`config.mk`:
```
export PLATFORM = sky130hd
export DESIGN_NAME = wic_watchdog_ctrl
export DESIGN_NICKNAME = d
export VERILOG_FILES = /design/src/wic_bcd_counter.v /design/src/wic_watchdog_ctrl.v
export VERILOG_INCLUDE_DIRS = /design/src
export SDC_FILE = /design/constraint.sdc
export NUM_CORES = 1
export LEC_CHECK = 0
export BUFFER_PORTS_ARGS = -buffer_cell sky130_fd_sc_hd__buf_2
export CORE_ASPECT_RATIO = 1.75
export CORE_MARGIN = 1
export CORE_UTILIZATION = 30
export DETAILED_ROUTE_END_ITERATION = 12
export HOLD_SLACK_MARGIN = 0.03
export SYNTH_ARGS = -nofsm -noshare
export SYNTH_HDL_FRONTEND = slang
export SYNTH_SLANG_ARGS = --single-unit
```
`constraint.sdc`:
```
create_clock -name i_clk -period 3.25 [get_ports i_clk]
set_input_delay 0.65 -clock i_clk [delete_from_list [all_inputs] [get_ports i_clk]]
set_output_delay 0.65 -clock i_clk [all_outputs]
set_load 0.1 [all_outputs]
```
`src/wic_regs.vh`:
```
// Register offsets, field positions, reset values and timing counts
// Assumes a 10 MHz system clock and a byte-wide asynchronous host bus
`ifndef WIC_REGS_VH
`define WIC_REGS_VH

// ****************************************
// Register offsets
// ****************************************
`define WIC_OFS_PERIOD_A   5'h0C
`define WIC_OFS_PERIOD_B   5'h0D
`define WIC_OFS_FLAGS      5'h0E
`define WIC_OFS_CONTROL    5'h0F

// ****************************************
// Flag register fields
// ****************************************
`define WIC_FLG_ALARM      3
`define WIC_FLG_KICK       2
`define WIC_FLG_WDOG       1
`define WIC_FLG_IRQ        0

// ****************************************
// Control register fields
// ****************************************
`define WIC_CTL_TRANSFER   7
`define WIC_CTL_XTAL       6
`define WIC_CTL_BURST      5
`define WIC_CTL_WAKE       4
`define WIC_CTL_ALARM_IE   3
`define WIC_CTL_KICK_EN    2
`define WIC_CTL_WDOG_EN    1
`define WIC_CTL_STEER      0

// ****************************************
// Reset values
// ****************************************
`define WIC_CONTROL_RST    8'h00
`define WIC_PERIOD_RST     8'h00

// ****************************************
// Timing
// ****************************************
`define WIC_CLK_HZ         10000000
`define WIC_TICK_MS        10
`define WIC_TICK_CYCLES    ((`WIC_CLK_HZ / 1000) * `WIC_TICK_MS)
`define WIC_ADDR_HOLD_NS   15
`define WIC_CLK_NS         100
`define WIC_ADDR_HOLD_CYC  (((`WIC_ADDR_HOLD_NS + `WIC_CLK_NS - 1) / `WIC_CLK_NS) < 1 ? 1 : \
                            ((`WIC_ADDR_HOLD_NS + `WIC_CLK_NS - 1) / `WIC_CLK_NS))
`define WIC_REC_TICKS      20

`endif

```
`src/wic_bcd_counter.v`:
```
// Four-digit BCD down counter for the watchdog period
// Assumes tick and load come from logic on the same clock
`timescale 1ns/1ps

module wic_bcd_counter (
  // Clock and reset
  input  wire        i_clk,
  input  wire        i_rst_n,
  input  wire        i_ce,
  // Control
  input  wire        i_load,
  input  wire        i_tick,
  input  wire [15:0] i_period,
  // Status
  output reg         o_timeout
);

  reg [15:0] count_reg;

  // ****************************************
  // BCD decrement
  // ****************************************
  function [15:0] bcd_dec;
    input [15:0] v;
    integer k;
    reg          borrow;
    begin
      bcd_dec = v;
      borrow  = 1'b1;
      for (k = 0; k < 4; k = k + 1) begin
        if (borrow) begin
          if (v[k*4 +: 4] == 4'h0) begin
            bcd_dec[k*4 +: 4] = 4'h9;
          end else begin
            bcd_dec[k*4 +: 4] = v[k*4 +: 4] - 4'h1;
            borrow = 1'b0;
          end
        end
      end
    end
  endfunction

  always @(posedge i_clk or negedge i_rst_n) begin
    if (!i_rst_n) begin
      count_reg <= 16'h0000;
      o_timeout <= 1'b0;
    end else if (i_ce) begin
      o_timeout <= 1'b0;
      if (i_load || i_period == 16'h0000) begin
        count_reg <= i_period;
      end else if (i_tick) begin
        if (count_reg == 16'h0001 || count_reg == 16'h0000) begin
          count_reg <= i_period;
          o_timeout <= 1'b1;
        end else begin
          count_reg <= bcd_dec(count_reg);
        end
      end
    end
  end

endmodule // wic_bcd_counter

```
`src/wic_watchdog_ctrl.v`:
```
// Watchdog, flag register and interrupt/wakeup control of the clock device
// Assumes an asynchronous byte-wide host bus; bus pins are synchronised here
`timescale 1ns/1ps
`include "wic_regs.vh"

// How it works
// - Reading flag register clears three flags
// - Clear fires after stable address ends
// - Interrupt pin releases when request clears
// - Writing zero clears alarm, watchdog flags
// - Transfer enable gates seconds updates
// - Bit 6 selects crystal load
// - Burst bit enables RAM address increment
// - Alarm with wakeup enable drives power
// - Alarm enable gates interrupt request
// - Kickstart without supply sets flag, power
// - Powered kickstart drives interrupt and power
// - Watchdog enable arms outputs; reset clears
// - Steering picks interrupt or reset pulse
// - Oscillator runs while disable bit zero
// - BCD period in two byte registers
// - Timeout reloads period and restarts
// - Nonzero period timeout sets watchdog flag
// - Repetitive mode raises request and interrupt
// - Period write reloads the counter
// - Single-shot pulses reset, then clears enable
// - Zero period disables the watchdog
// - Request flag is OR of products
// - Flag bit positions three to zero
module wic_watchdog_ctrl #(
  parameter TICK_CYCLES = `WIC_TICK_CYCLES,
  parameter REC_TICKS   = `WIC_REC_TICKS
) (
  // Clock and reset
  input  wire       i_clk,
  input  wire       i_rst_n,
  input  wire       i_ce,
  // Host bus pins
  input  wire [4:0] i_addr,
  input  wire [7:0] i_data,
  input  wire       i_cs_n,
  input  wire       i_oe_n,
  input  wire       i_we_n,
  output reg  [7:0] o_data,
  output reg        o_data_oe_n,
  // Events and supply state
  input  wire       i_alarm_match,
  input  wire       i_kickstart_in_n,
  input  wire       i_main_supply,
  input  wire       i_oscillator_disable,
  input  wire       i_ram_access,
  // Outputs
  output reg        o_irq_n,
  output reg        o_power_on_out_n,
  output reg        o_reset_n,
  output reg        o_osc_run,
  output reg        o_xtal_12p5,
  output reg        o_ram_addr_inc,
  output reg        o_second_update
);

  // ****************************************
  // Pin synchronisers
  // ****************************************
  // Bus, supply, oscillator and kickstart pins pass two flops before logic reads them; alarm match and RAM access are used directly
  reg [4:0] addr_s1_reg, addr_s2_reg;
  reg [7:0] data_s1_reg, data_s2_reg;
  reg [2:0] ctl_s1_reg, ctl_s2_reg;
  reg [2:0] misc_s1_reg, misc_s2_reg;
  reg       kick_prev_reg;

  always @(posedge i_clk or negedge i_rst_n) begin
    if (!i_rst_n) begin
      addr_s1_reg   <= 5'h00;
      addr_s2_reg   <= 5'h00;
      data_s1_reg   <= 8'h00;
      data_s2_reg   <= 8'h00;
      ctl_s1_reg    <= 3'h7;
      ctl_s2_reg    <= 3'h7;
      misc_s1_reg   <= 3'h1;
      misc_s2_reg   <= 3'h1;
      kick_prev_reg <= 1'b1;
    end else if (i_ce) begin
      addr_s1_reg   <= i_addr;
      addr_s2_reg   <= addr_s1_reg;
      data_s1_reg   <= i_data;
      data_s2_reg   <= data_s1_reg;
      ctl_s1_reg    <= {i_cs_n, i_oe_n, i_we_n};
      ctl_s2_reg    <= ctl_s1_reg;
      misc_s1_reg   <= {i_main_supply, i_oscillator_disable, i_kickstart_in_n};
      misc_s2_reg   <= misc_s1_reg;
      kick_prev_reg <= misc_s2_reg[0];
    end
  end

  wire cs_act     = ~ctl_s2_reg[2];
  wire rd_act     = cs_act & ~ctl_s2_reg[1];
  wire wr_act     = cs_act & ~ctl_s2_reg[0];
  wire supply_on  = misc_s2_reg[2];
  wire osc_off    = misc_s2_reg[1];
  wire kick_fall  = kick_prev_reg & ~misc_s2_reg[0];

  // ****************************************
  // Registers and bus cycle tracking
  // ****************************************
  reg  [7:0] period_a_reg, period_b_reg;
  reg  [7:0] control_reg;
  reg        alarm_flag_reg, kick_flag_reg, wdog_flag_reg;
  reg        wr_prev_reg;
  reg  [4:0] rd_addr_reg;
  reg  [3:0] hold_cnt_reg;
  reg        rd_open_reg;

  wire wr_end = wr_prev_reg & ~wr_act;
  wire irq_flag = (alarm_flag_reg & control_reg[`WIC_CTL_ALARM_IE]) |
                  (kick_flag_reg  & control_reg[`WIC_CTL_KICK_EN])  |
                  (wdog_flag_reg  & control_reg[`WIC_CTL_WDOG_EN]);

  // address held long enough, then ended
  wire rd_stable  = rd_open_reg && hold_cnt_reg >= `WIC_ADDR_HOLD_CYC;
  wire rd_done    = rd_stable && rd_addr_reg == `WIC_OFS_FLAGS &&
                    (!rd_act || addr_s2_reg != rd_addr_reg);

  always @(posedge i_clk or negedge i_rst_n) begin
    if (!i_rst_n) begin
      wr_prev_reg  <= 1'b0;
      rd_addr_reg  <= 5'h00;
      hold_cnt_reg <= 4'h0;
      rd_open_reg  <= 1'b0;
    end else if (i_ce) begin
      wr_prev_reg <= wr_act;
      if (rd_act && (!rd_open_reg || addr_s2_reg != rd_addr_reg)) begin
        rd_open_reg  <= 1'b1;
        rd_addr_reg  <= addr_s2_reg;
        hold_cnt_reg <= 4'h1;
      end else if (rd_act) begin
        if (hold_cnt_reg != 4'hF) begin
          hold_cnt_reg <= hold_cnt_reg + 4'h1;
        end
      end else begin
        rd_open_reg  <= 1'b0;
        hold_cnt_reg <= 4'h0;
      end
    end
  end

  // ****************************************
  // Tick and watchdog counter
  // ****************************************
  reg [23:0] tick_cnt_reg;
  reg        tick_reg;
  reg [6:0]  sec_cnt_reg;
  reg [15:0] rec_cnt_reg;
  reg        rec_busy_reg;
  wire       timeout;

  always @(posedge i_clk or negedge i_rst_n) begin
    if (!i_rst_n) begin
      tick_cnt_reg <= 24'h000000;
      tick_reg     <= 1'b0;
    end else if (i_ce) begin
      tick_reg <= 1'b0;
      if (!osc_off) begin
        if (tick_cnt_reg == TICK_CYCLES - 1) begin
          tick_cnt_reg <= 24'h000000;
          tick_reg     <= 1'b1;
        end else begin
          tick_cnt_reg <= tick_cnt_reg + 24'h000001;
        end
      end
    end
  end

  // period write restarts count
  // Counter is fed the byte being written, so a reload never takes the stale period
  wire       wr_period_a   = wr_end && addr_s2_reg == `WIC_OFS_PERIOD_A;
  wire       wr_period_b   = wr_end && addr_s2_reg == `WIC_OFS_PERIOD_B;
  wire       period_wr     = wr_period_a || wr_period_b;
  wire [7:0] period_a_next = wr_period_a ? data_s2_reg : period_a_reg;
  wire [7:0] period_b_next = wr_period_b ? data_s2_reg : period_b_reg;

  wic_bcd_counter u_counter (
    .i_clk     (i_clk),
    .i_rst_n   (i_rst_n),
    .i_ce      (i_ce),
    .i_load    (period_wr),
    .i_tick    (tick_reg),
    .i_period  ({period_b_next, period_a_next}),
    .o_timeout (timeout)
  );

  // flag set on any timeout; zero period never times out
  wire wdog_set  = timeout && ({period_b_reg, period_a_reg} != 16'h0000);
  wire rec_start = wdog_set && control_reg[`WIC_CTL_WDOG_EN] && control_reg[`WIC_CTL_STEER];
  wire rec_end   = rec_busy_reg && tick_reg && rec_cnt_reg == 16'h0001;

  // ****************************************
  // Register writes and flag updates
  // ****************************************
  wire wr_flags   = wr_end && addr_s2_reg == `WIC_OFS_FLAGS;
  wire wr_control = wr_end && addr_s2_reg == `WIC_OFS_CONTROL;
  wire kick_set   = kick_fall && control_reg[`WIC_CTL_KICK_EN];

  always @(posedge i_clk or negedge i_rst_n) begin
    if (!i_rst_n) begin
      period_a_reg   <= `WIC_PERIOD_RST;
      period_b_reg   <= `WIC_PERIOD_RST;
      control_reg    <= `WIC_CONTROL_RST;
      alarm_flag_reg <= 1'b0;
      kick_flag_reg  <= 1'b0;
      wdog_flag_reg  <= 1'b0;
    end else if (i_ce) begin
      if (wr_end && addr_s2_reg == `WIC_OFS_PERIOD_A) begin
        period_a_reg <= data_s2_reg;
      end
      if (wr_end && addr_s2_reg == `WIC_OFS_PERIOD_B) begin
        period_b_reg <= data_s2_reg;
      end
      if (wr_control) begin
        control_reg <= data_s2_reg;
      end else if (rec_end) begin
        control_reg[`WIC_CTL_WDOG_EN] <= 1'b0;
      end
      // read clears; zero write clears; sets win
      if (i_alarm_match) begin
        alarm_flag_reg <= 1'b1;
      end else if (rd_done || (wr_flags && !data_s2_reg[`WIC_FLG_ALARM])) begin
        alarm_flag_reg <= 1'b0;
      end
      if (kick_set || (wr_flags && data_s2_reg[`WIC_FLG_KICK])) begin
        kick_flag_reg <= 1'b1;
      end else if (rd_done || wr_flags) begin
        kick_flag_reg <= 1'b0;
      end
      if (wdog_set) begin
        wdog_flag_reg <= 1'b1;
      end else if (rd_done || (wr_flags && !data_s2_reg[`WIC_FLG_WDOG])) begin
        wdog_flag_reg <= 1'b0;
      end
    end
  end

  // ****************************************
  // Reset pulse in single-shot mode
  // ****************************************
  always @(posedge i_clk or negedge i_rst_n) begin
    if (!i_rst_n) begin
      rec_cnt_reg  <= 16'h0000;
      rec_busy_reg <= 1'b0;
    end else if (i_ce) begin
      // Timeouts during a running pulse are ignored
      // width counted in ticks
      if (rec_start && !rec_busy_reg) begin
        rec_busy_reg <= 1'b1;
        rec_cnt_reg  <= REC_TICKS[15:0];
      end else if (rec_end) begin
        rec_busy_reg <= 1'b0;
        rec_cnt_reg  <= 16'h0000;
      end else if (rec_busy_reg && tick_reg) begin
        rec_cnt_reg <= rec_cnt_reg - 16'h0001;
      end
    end
  end

  // ****************************************
  // Seconds update gate
  // ****************************************
  always @(posedge i_clk or negedge i_rst_n) begin
    if (!i_rst_n) begin
      sec_cnt_reg     <= 7'h00;
      o_second_update <= 1'b0;
    end else if (i_ce) begin
      o_second_update <= 1'b0;
      if (tick_reg) begin
        if (sec_cnt_reg == 7'h63) begin
          sec_cnt_reg <= 7'h00;
          o_second_update <= control_reg[`WIC_CTL_TRANSFER];
        end else begin
          sec_cnt_reg <= sec_cnt_reg + 7'h01;
        end
      end
    end
  end

  // ****************************************
  // Outputs
  // ****************************************
  always @(posedge i_clk or negedge i_rst_n) begin
    if (!i_rst_n) begin
      o_data           <= 8'h00;
      o_data_oe_n      <= 1'b1;
      o_irq_n          <= 1'b1;
      o_power_on_out_n <= 1'b1;
      o_reset_n        <= 1'b1;
      o_osc_run        <= 1'b0;
      o_xtal_12p5      <= 1'b0;
      o_ram_addr_inc   <= 1'b0;
    end else if (i_ce) begin
      o_data_oe_n <= ~rd_act;
      case (addr_s2_reg)
        `WIC_OFS_PERIOD_A: o_data <= period_a_reg;
        `WIC_OFS_PERIOD_B: o_data <= period_b_reg;
        `WIC_OFS_FLAGS:    o_data <= {4'h0, alarm_flag_reg, kick_flag_reg, wdog_flag_reg, irq_flag};
        `WIC_OFS_CONTROL:  o_data <= control_reg;
        default:           o_data <= 8'h00;
      endcase
      // Watchdog-only request with steering set uses the reset pin instead
      // pin follows request; only with supply
      o_irq_n <= ~(irq_flag && supply_on && !(wdog_flag_reg && control_reg[`WIC_CTL_STEER] &&
                   !(alarm_flag_reg && control_reg[`WIC_CTL_ALARM_IE]) &&
                   !(kick_flag_reg && control_reg[`WIC_CTL_KICK_EN])));
      o_power_on_out_n <= ~((alarm_flag_reg && control_reg[`WIC_CTL_WAKE]) ||
                            (kick_flag_reg && control_reg[`WIC_CTL_KICK_EN]));
      o_reset_n      <= ~rec_busy_reg;
      o_osc_run      <= ~osc_off;
      o_xtal_12p5    <= control_reg[`WIC_CTL_XTAL];
      o_ram_addr_inc <= control_reg[`WIC_CTL_BURST] && i_ram_access;
    end
  end

endmodule // wic_watchdog_ctrl

```
==> reports/results.ini, run 1 <==
[timing]
maxSlewViolCount=0
max_freq_mhz=375
setup_ws_ns=0.584
setup_tns_ns=0
worst-slew-pin-transition_ns=0.700
hold_violations=0
final.setup_skew_ns=0.00981
period_share_pct=82.0
relSlewSlack_pct=53.0
setup_viol=0
rsz0062_at_grt=false
period_minus_slack_ns=2.67

[synth]
yosysTopAreaCell=dfrtp_1
netlist.area_leader.share_pct=45.5
yosysUniqueCellTypes=83
syn_nets=756
syn_area_sq_um=8030
seq_area_frac_synth_pct=49.8
postSynthAreaPerCell_sq_um=11.1
synth_area_leaders=dfrtp_1 46%, mux2_2 10%, dfstp_2 4.3%, nand2_1 2.7%, nor2_1 2.5%
synth-edff-count=0
async_reset_ff_share_pct=100
synth-seq-cells=159
ys.flop_type=dfrtp_1
synthCells=725
yosysWarnings=0

[die]
core_area_sq_um=26200
dieHeight_microns=218
fp.dieArea_sq_um=27400
rows=78
die_w_microns=126
boundaryPins=40
initial_utilization_pct=30.7

[power]
power_density_nw_per_um2=654
power.leakage_nw=3.98
vdd_drop_max_v=0.000359
power_w=0.00601

[grt]
grt_pass1_vias=6047
antenna_found_initial=0
track_usage_pct=15.0
grt_overflow=0
grt_max_degree=70
grt_pass1_wl_mm=31.8

[job]
cap_violations=0

[critical_path]
slowest_delay_ns=0.58
cp.required_ns=3.56
critPathKind=flip-flop to flip-flop
arrival_ns=2.98
worst_setup_path_start_kind=flip-flop
slowest_stage=dfstp_2
cp_cell_sequence=o21ai_0 > or2_1 > a211o_1 > a21oi_2 > nor3_1 > nor4_1
end_kind=flip-flop
ff2ff_setup_slack_ns=0.58
cp_max_fo=13

[routing]
vias=5853
drc=1
routedWlPerCell_microns=17.4
via_per_inst=5.29
drt-initial-drc-count=360
first_pass_iters=8
totalWireLength_mm=19.2
postRouteAntennaNets=0

[cts]
cts_buffers=17
post_cts_resized=0
cts_hold_buf=0
cts.clk_slew.worst_paths_ns=0.07
cts_tree=done
h-tree-depth=4
cts_buffer_depth=2
cts.sinks=159
post_cts_buffers=0
cts-root-buf=clkbuf_16
clkLatencyLatePin_ns=0.44

[final_layout]
antenna_cells=0
fillers=2621
largest_reg_flops=24
finalNetCount=804
area_delta_synth_final_pct=14.5
layout-drive-gt1-share_pct=26.6

[placed_design]
io_buffers=39
place_congestion=0.889
dp_slack_ns=0.580
hpwl_mm=14.2

[run_status]
violations=design-rule violations
outcome=finished, violations left

[hold_path]
hold_class=primary input to async pin

-- Yosys cell counts, drive strengths merged (11+ instances only) --
| cell | count |
|---|---|
| dfstp | 13 |
| mux2i | 11 |
| o21ai | 38 |
| clkbuf | 12 |
| nor4 | 14 |
| inv | 17 |
| xnor2 | 22 |
| nand3 | 28 |
| nand2 | 58 |
| dfrtp | 146 |
| buf | 15 |
| nand4 | 12 |
| nor2 | 55 |
| mux2 | 74 |
| nor3 | 23 |
| xor2 | 17 |
| a21oi | 27 |
-- final timing paths --
check                               start                       to  depth (start not counted)
max in group asynchronous         i_rst_n           control_reg[4]                          2
setup / recovery            ctl_s2_reg[2]  u_counter.count_reg[12]                          6
hold reg to reg            misc_s2_reg[2]                  o_irq_n                          1
min in group i_clk         misc_s2_reg[2]                  o_irq_n                          1
hold / removal                    i_rst_n           misc_s1_reg[2]                          1
setup reg to reg            ctl_s2_reg[2]  u_counter.count_reg[12]                          6
-- cells by family (layout without fill, tap and decap cells) --
family                     Yosys count  after routing  synth area share [%]
and+or+nand+nor                    249            249                  16.8
DFF                                159            159                  49.8
AOI/OAI and AO/OA                  137            137                  12.2
muxes                               89             89                  12.9
buffers and inverters               45            106                  3.05
xor gates and xnor gates            39             39                  4.25
adders and majority gates            7              7                  1.09
-- where the power goes --
| group | leakage, nW | switching (W) | internal, W |
|---|---|---|---|
| Combinational | 1.65 | 0.000843 | 0.000585 |
| Clock | 0.284 | 0.000892 | 0.00111 |
| Sequential | 2.04 | 0.000333 | 0.00225 |
| Total | 3.98 | 0.00207 | 0.00395 |
-- critical path, delay by kind of cell (launching register included) --
kind,cells,cell delay [ns]
DFF,1,0.58
and+or+nand+nor,3,0.85
AOI/OAI and AO/OA,3,1.10
-- placed cells by master, fill, tap and decap left out, types with 17 or more instances in the layout --
master     Yosys  layout
nor2_1        53      53
dfrtp_1      146     146
o21ai_0       37      37
nand3_1       28      28
clkbuf_16      0      17
a21oi_1       26      26
nand2_1       58      58
mux2_2        74      74
xnor2_1       22      22
xor2_1        17      17
nor3_1        22      22
buf_2          4      38
-- metrics by stage --
step | cells | util (%) | area, sq um | hold slack [ns]
after CTS | 1106 | 35.1 | 9190 | 0.227
after global placement | 1074 | 32.9 | 8610 | 0.409
final | 1106 | 35.1 | 9190 | 0.199
after floorplan | 725 | - | 8030 | 0.354
after detailed placement | 1074 | 32.9 | 8610 | 0.415
after global routing | 1106 | 35.1 | 9190 | 0.245
-- routing by layer --
layer | share of wire [%] | wire, microns | vias to the layer above | global-route usage, %
met5 | 0 | 0 | - | 0
met3 | 3.0 | 582 | 49 | 3.11
li1 | - | - | 2762 | -
met4 | 5.3 | 1020 | 0 | 10.3
met1 | 38 | 7250 | 2917 | 15.4
met2 | 54 | 10400 | 125 | 27.3
-- final cells by class --
class,count,area [sq um],share of cell area [%]
Clock buffer,19,443,4.82
Clock inverter,13,143,1.55
Inverter,18,81.3,0.885
Multi-Input combinational cell,521,3790,41.2
Sequential cell,159,4000,43.5
Tap cell,320,400,4.36
Timing Repair Buffer,56,342,3.72
No activity file was read; power rests on OpenSTA's default activity.
==> run 2, diff against run 1 <==
==> constraint.sdc (replaced) <==
create_clock -name i_clk -period 2.5 [get_ports i_clk]
set_input_delay 0.5 -clock i_clk [delete_from_list [all_inputs] [get_ports i_clk]]
set_output_delay 0.5 -clock i_clk [all_outputs]
set_load 0.1 [all_outputs]
==> reports/results.ini, run 2 (synthesis results as in run 1) <==
[routing]
routedWlPerCell_microns=17.4
via_per_inst=5.19
drt-initial-drc-count=264
vias=5980
postRouteAntennaNets=0
totalWireLength_mm=20.0
first_pass_iters=8
drc=1

[cts]
cts.sinks=159
cts-root-buf=clkbuf_16
cts_buffers=17
cts.clk_slew.worst_paths_ns=0.07
cts_tree=done
h-tree-depth=4
clkLatencyLatePin_ns=0.44
cts_buffer_depth=2

[run_status]
outcome=finished, violations left
violations=design-rule violations

[timing]
worst-slew-pin-transition_ns=0.606
final.setup_skew_ns=0.00886
hold_violations=0
maxSlewViolCount=0
period_minus_slack_ns=2.41
setup_ws_ns=0.0948
period_share_pct=96.2
setup_tns_ns=0
rsz0062_at_grt=true
max_freq_mhz=416
relSlewSlack_pct=58.6
setup_viol=0

[power]
p_int_w=0.00539
comb_power_share_pct=29.1
vdd_drop_max_v=0.000534
p_sw_w=0.00280
power.leakage_nw=4.21
seq_power_share_pct=39.7
power_density_nw_per_um2=854
swShare_pct=34.2
power_frac_clock_pct=31.2
power_w=0.00819

[hold_path]
hold_class=primary input to flip-flop

[placed_design]
io_buffers=39
hpwl_mm=15.0
dp_slack_ns=-0.0486
place_congestion=0.904
dp.cells=1117

[job]
cap_violations=0

[final_layout]
antenna_cells=0
mostFrequentLayoutCells=146 x dfrtp_1, 74 x mux2_2, 60 x buf_4
layout-drive-gt1-share_pct=31.5
instances_no_fill=1153
layout_commonest_cell=dfrtp_1
finalNetCount=851
largest_reg_flops=24
area_delta_synth_final_pct=19.6

[grt]
track_usage_pct=15.6
grt_pass1_vias=6334
antenna_found_initial=0
grt_overflow=0
grt_pass1_wl_mm=32.9
grt_max_degree=52

[die]
initial_utilization_pct=30.7
fp.dieArea_sq_um=27400
core_area_sq_um=26200
dieHeight_microns=218
die_w_microns=126
boundaryPins=40
rows=78

[critical_path]
arrival_ns=2.73
end_kind=flip-flop
worst_setup_path_start_kind=flip-flop
critPathKind=flip-flop to flip-flop
cp_max_fo=5
cp.required_ns=2.82

-- run 2: path summary, 6_finish.rpt --
check / to / slack [ns] / cells past startpoint / start
setup / recovery: u_counter.count_reg[5] / 0.09 / 7 / u_counter.count_reg[13]
hold / removal: data_s1_reg[3] / 0.29 / 2 / i_data[3]
setup reg to reg: u_counter.count_reg[5] / 0.09 / 7 / u_counter.count_reg[13]
hold reg to reg: o_irq_n / 0.42 / 1 / misc_s2_reg[2]
max in group asynchronous: tick_cnt_reg[13] / 1.19 / 3 / i_rst_n
min in group asynchronous: addr_s1_reg[4] / 0.58 / 2 / i_rst_n
-- run 2: critical path: stages, from the launching register on --
cell and delay, ns:
dfrtp_1 0.42, or4_4 0.59, nor4_4 0.31, buf_4 0.17, o311a_2 0.22, inv_2 0.05, and2_1 0.17, a221o_1 0.35
-- run 2: through the flow --
stage	instance area (sq um)	hold WS, ns	utilization (%)
2_1_floorplan	8030	0.204	-
6_report	9600	0.292	36.7
3_5_place_dp	8940	0.412	34.2
4_1_cts	9540	0.266	36.5
5_1_grt	9600	0.285	36.7
3_3_place_gp	8940	0.406	34.2
-- run 2: what timing repair did --
| item | CTS | global route |
|---|---|---|
| setup buffers | 0 | 3 |
| pin swaps | 1 | 3 |
| endpoints found under the hold margin | 37 | 0 |
| hold buffers | 1 | 0 |
| setup endpoints to repair | 2 | 25 |
| resized for setup | 1 | 7 |
-- run 2: routing by layer --
layer,up-vias,track usage [%],wire length [microns]
met3,51,2.62,428
li1,2866,-,-
met1,2962,15.8,7580
met4,0,10.6,1000
met2,101,29.0,11000
met5,-,0,0
-- run 2: cell type report --
cell class	count	area, sq um
clock buffer	18	429
clock inverter	14	148
fill	2618	16600
inverter	18	81.3
multi-input combinational	521	3820
sequential	159	4000
tap	320	400
timing repair buffer	103	722
-- run 2: power groups by stage --
stage	clock network, W	logic [W]	registers [W]
6_report	0.00256	0.00239	0.00325
5_1_grt	0.00274	0.00258	0.00330
3_3_place_gp	0	0.00220	0.00328
3_5_place_dp	0	0.00222	0.00329
2_1_floorplan	0	0.00139	0.00339
4_1_cts	0.00264	0.00226	0.00325
==> run 3, diff against run 2 <==
--- a/config.mk
+++ b/config.mk
@@ -6,6 +6,7 @@
 export SDC_FILE = /design/constraint.sdc
 export NUM_CORES = 1
 export LEC_CHECK = 0
+export ABC_AREA = 1
 export BUFFER_PORTS_ARGS = -buffer_cell sky130_fd_sc_hd__buf_2
 export CORE_ASPECT_RATIO = 1.75
 export CORE_MARGIN = 1
==> reports/results.ini, run 3 <==
[critical_path]
cp.required_ns=2.83
end_kind=flip-flop
cp_max_fo=10
worst_setup_path_start_kind=flip-flop
ff2ff_setup_slack_ns=0.17
arrival_ns=2.66
critPathKind=flip-flop to flip-flop

[cts]
cts_tree=done
clkLatencyLatePin_ns=0.44
cts-root-buf=clkbuf_16
h-tree-depth=4
cts_buffers=17
cts_buffer_depth=2
cts.sinks=159
cts.clk_slew.worst_paths_ns=0.07

[timing]
setup_ws_ns=0.168
hold_violations=0
setup_viol=0
max_freq_mhz=429
rsz0062_at_grt=false
period_minus_slack_ns=2.33
maxSlewViolCount=0
worst-slew-pin-transition_ns=0.655
final.setup_skew_ns=0.00737
period_share_pct=93.3
relSlewSlack_pct=56.2

[die]
rows=81
core_area_sq_um=27900
boundaryPins=40
fp.dieArea_sq_um=29000
dieHeight_microns=225
initial_utilization_pct=30.5
die_w_microns=129

[placed_design]
io_buffers=39
dp_slack_ns=-0.160
place_congestion=0.886
hpwl_mm=16.6

[routing]
first_pass_iters=5
vias=7505
drt-initial-drc-count=354
postRouteAntennaNets=0
highest_layer=met4
met3_wirelength_microns=529
via_per_inst=4.74
drc=0
met1Wirelength_mm=8.46
wl_met2_mm=12.5
totalWireLength_mm=22.3
routedWlPerCell_microns=14.1

[synth]
yosysUniqueCellTypes=45
yosysTopAreaCell=dfrtp_1
seq_area_frac_synth_pct=47.0
yosysWarnings=0
synthCells=1140
netlist.area_leader.share_pct=43.0
syn_area_sq_um=8490
postSynthAreaPerCell_sq_um=7.45
async_reset_ff_share_pct=100
synth-seq-cells=159
syn_nets=1171
synth_common_cells=412 x nand2_1, 146 x dfrtp_1, 117 x inv_1
synth.most_common_cell=nand2_1
synth-edff-count=0
ys.flop_type=dfrtp_1
synth_area_leaders=dfrtp_1 43%, nand2_1 18%, o21ai_0 5.4%, inv_1 5.2%, nand3_1 4.2%

[grt]
grt_pass1_vias=7556
grt_overflow=0
grt_pass1_wl_mm=37.1
grt_max_degree=65
antenna_found_initial=0
track_usage_pct=16.5

[final_layout]
layout_commonest_cell=nand2_1
antenna_cells=0
finalNetCount=1230
area_delta_synth_final_pct=16.6
layout-drive-gt1-share_pct=12.0
mostFrequentLayoutCells=412 x nand2_1, 146 x dfrtp_1, 116 x inv_1
largest_reg_flops=24

[power]
power.leakage_nw=4.83
power_density_nw_per_um2=783
power_w=0.00775
vdd_drop_max_v=0.000440

[run_status]
outcome=completed

[hold_path]
hold_class=primary input to flip-flop

[job]
cap_violations=0

## run 3: cell families after synthesis
family / Yosys count / synth area share [%]
compound gates: 146 / 10.1
simple gates: 653 / 32.4
xor+xnor: 22 / 2.27
buf+inv: 153 / 7.10
fa+ha+maj: 7 / 1.03
flops: 159 / 47.0
## run 3: worst paths after layout
check,start,end,cells past startpoint
worst min-delay path,i_data[1],data_s1_reg[1],3
max in group asynchronous,i_rst_n,o_power_on_out_n,3
min in group asynchronous,i_rst_n,sec_cnt_reg[5],2
worst max-delay path,ctl_s2_reg[2],u_counter.count_reg[9],14
worst max register to register,ctl_s2_reg[2],u_counter.count_reg[9],14
worst min register to register,ctl_s1_reg[2],ctl_s1_reg[2],2
## run 3: worst max-delay path, cell delays in order, from the launching register on
cell and delay [ns]:
dfstp_2 0.55, nor2_1 0.08, nor2_4 0.21, nand2_2 0.18, nand2_1 0.09, nand2_1 0.12
nor2_1 0.13, nand2_1 0.09, nor2_2 0.11, nand2_2 0.09, buf_4 0.19, o211ai_4 0.11
nand2_2 0.11, nand2_1 0.08, nand2_1 0.06
## run 3: final cells by class
cell class / instances / area [sq um]
inverters: 120 / 450
flip-flops and latches: 159 / 4000
clock inverters: 11 / 109
clock buffers: 21 / 450
fillers: 2951 / 18000
multi-input cells: 828 / 3930
repair buffers: 73 / 499
well taps: 373 / 467
## run 3: where the power goes
part	internal [W]	total (W)	switching, W	leakage, nW
logic	0.000663	0.00189	0.00123	2.63
clock network	0.00141	0.00255	0.00114	0.261
registers	0.00295	0.00331	0.000356	1.94
## run 3: metrics by stage
stage                     setup TNS, ns  cells  utilization [%]  area [sq um]  hold slack, ns
after detailed placement          -1.10   1551             33.3          9290           0.454
final                                 0   1585             35.5          9900           0.255
after global placement           -0.416   1551             33.3          9290           0.452
after CTS                             0   1584             35.4          9860           0.233
after floorplan                       0   1140                -          8490           0.204
after global routing                  0   1585             35.5          9900           0.249
## run 3: metal layers
| layer | track usage [%] | up-vias |
|---|---|---|
| li1 | - | 3786 |
| met5 | 0 | - |
| met2 | 31.1 | 123 |
| met3 | 2.62 | 44 |
| met1 | 17.2 | 3552 |
| met4 | 8.24 | 0 |
## run 3: timing repair
item,CTS,global route
hold buffers,1,0
setup endpoints to repair,16,18
resized for setup,1,7
pin swaps,0,2
hold endpoints to repair,38,0
buffers inserted,0,1
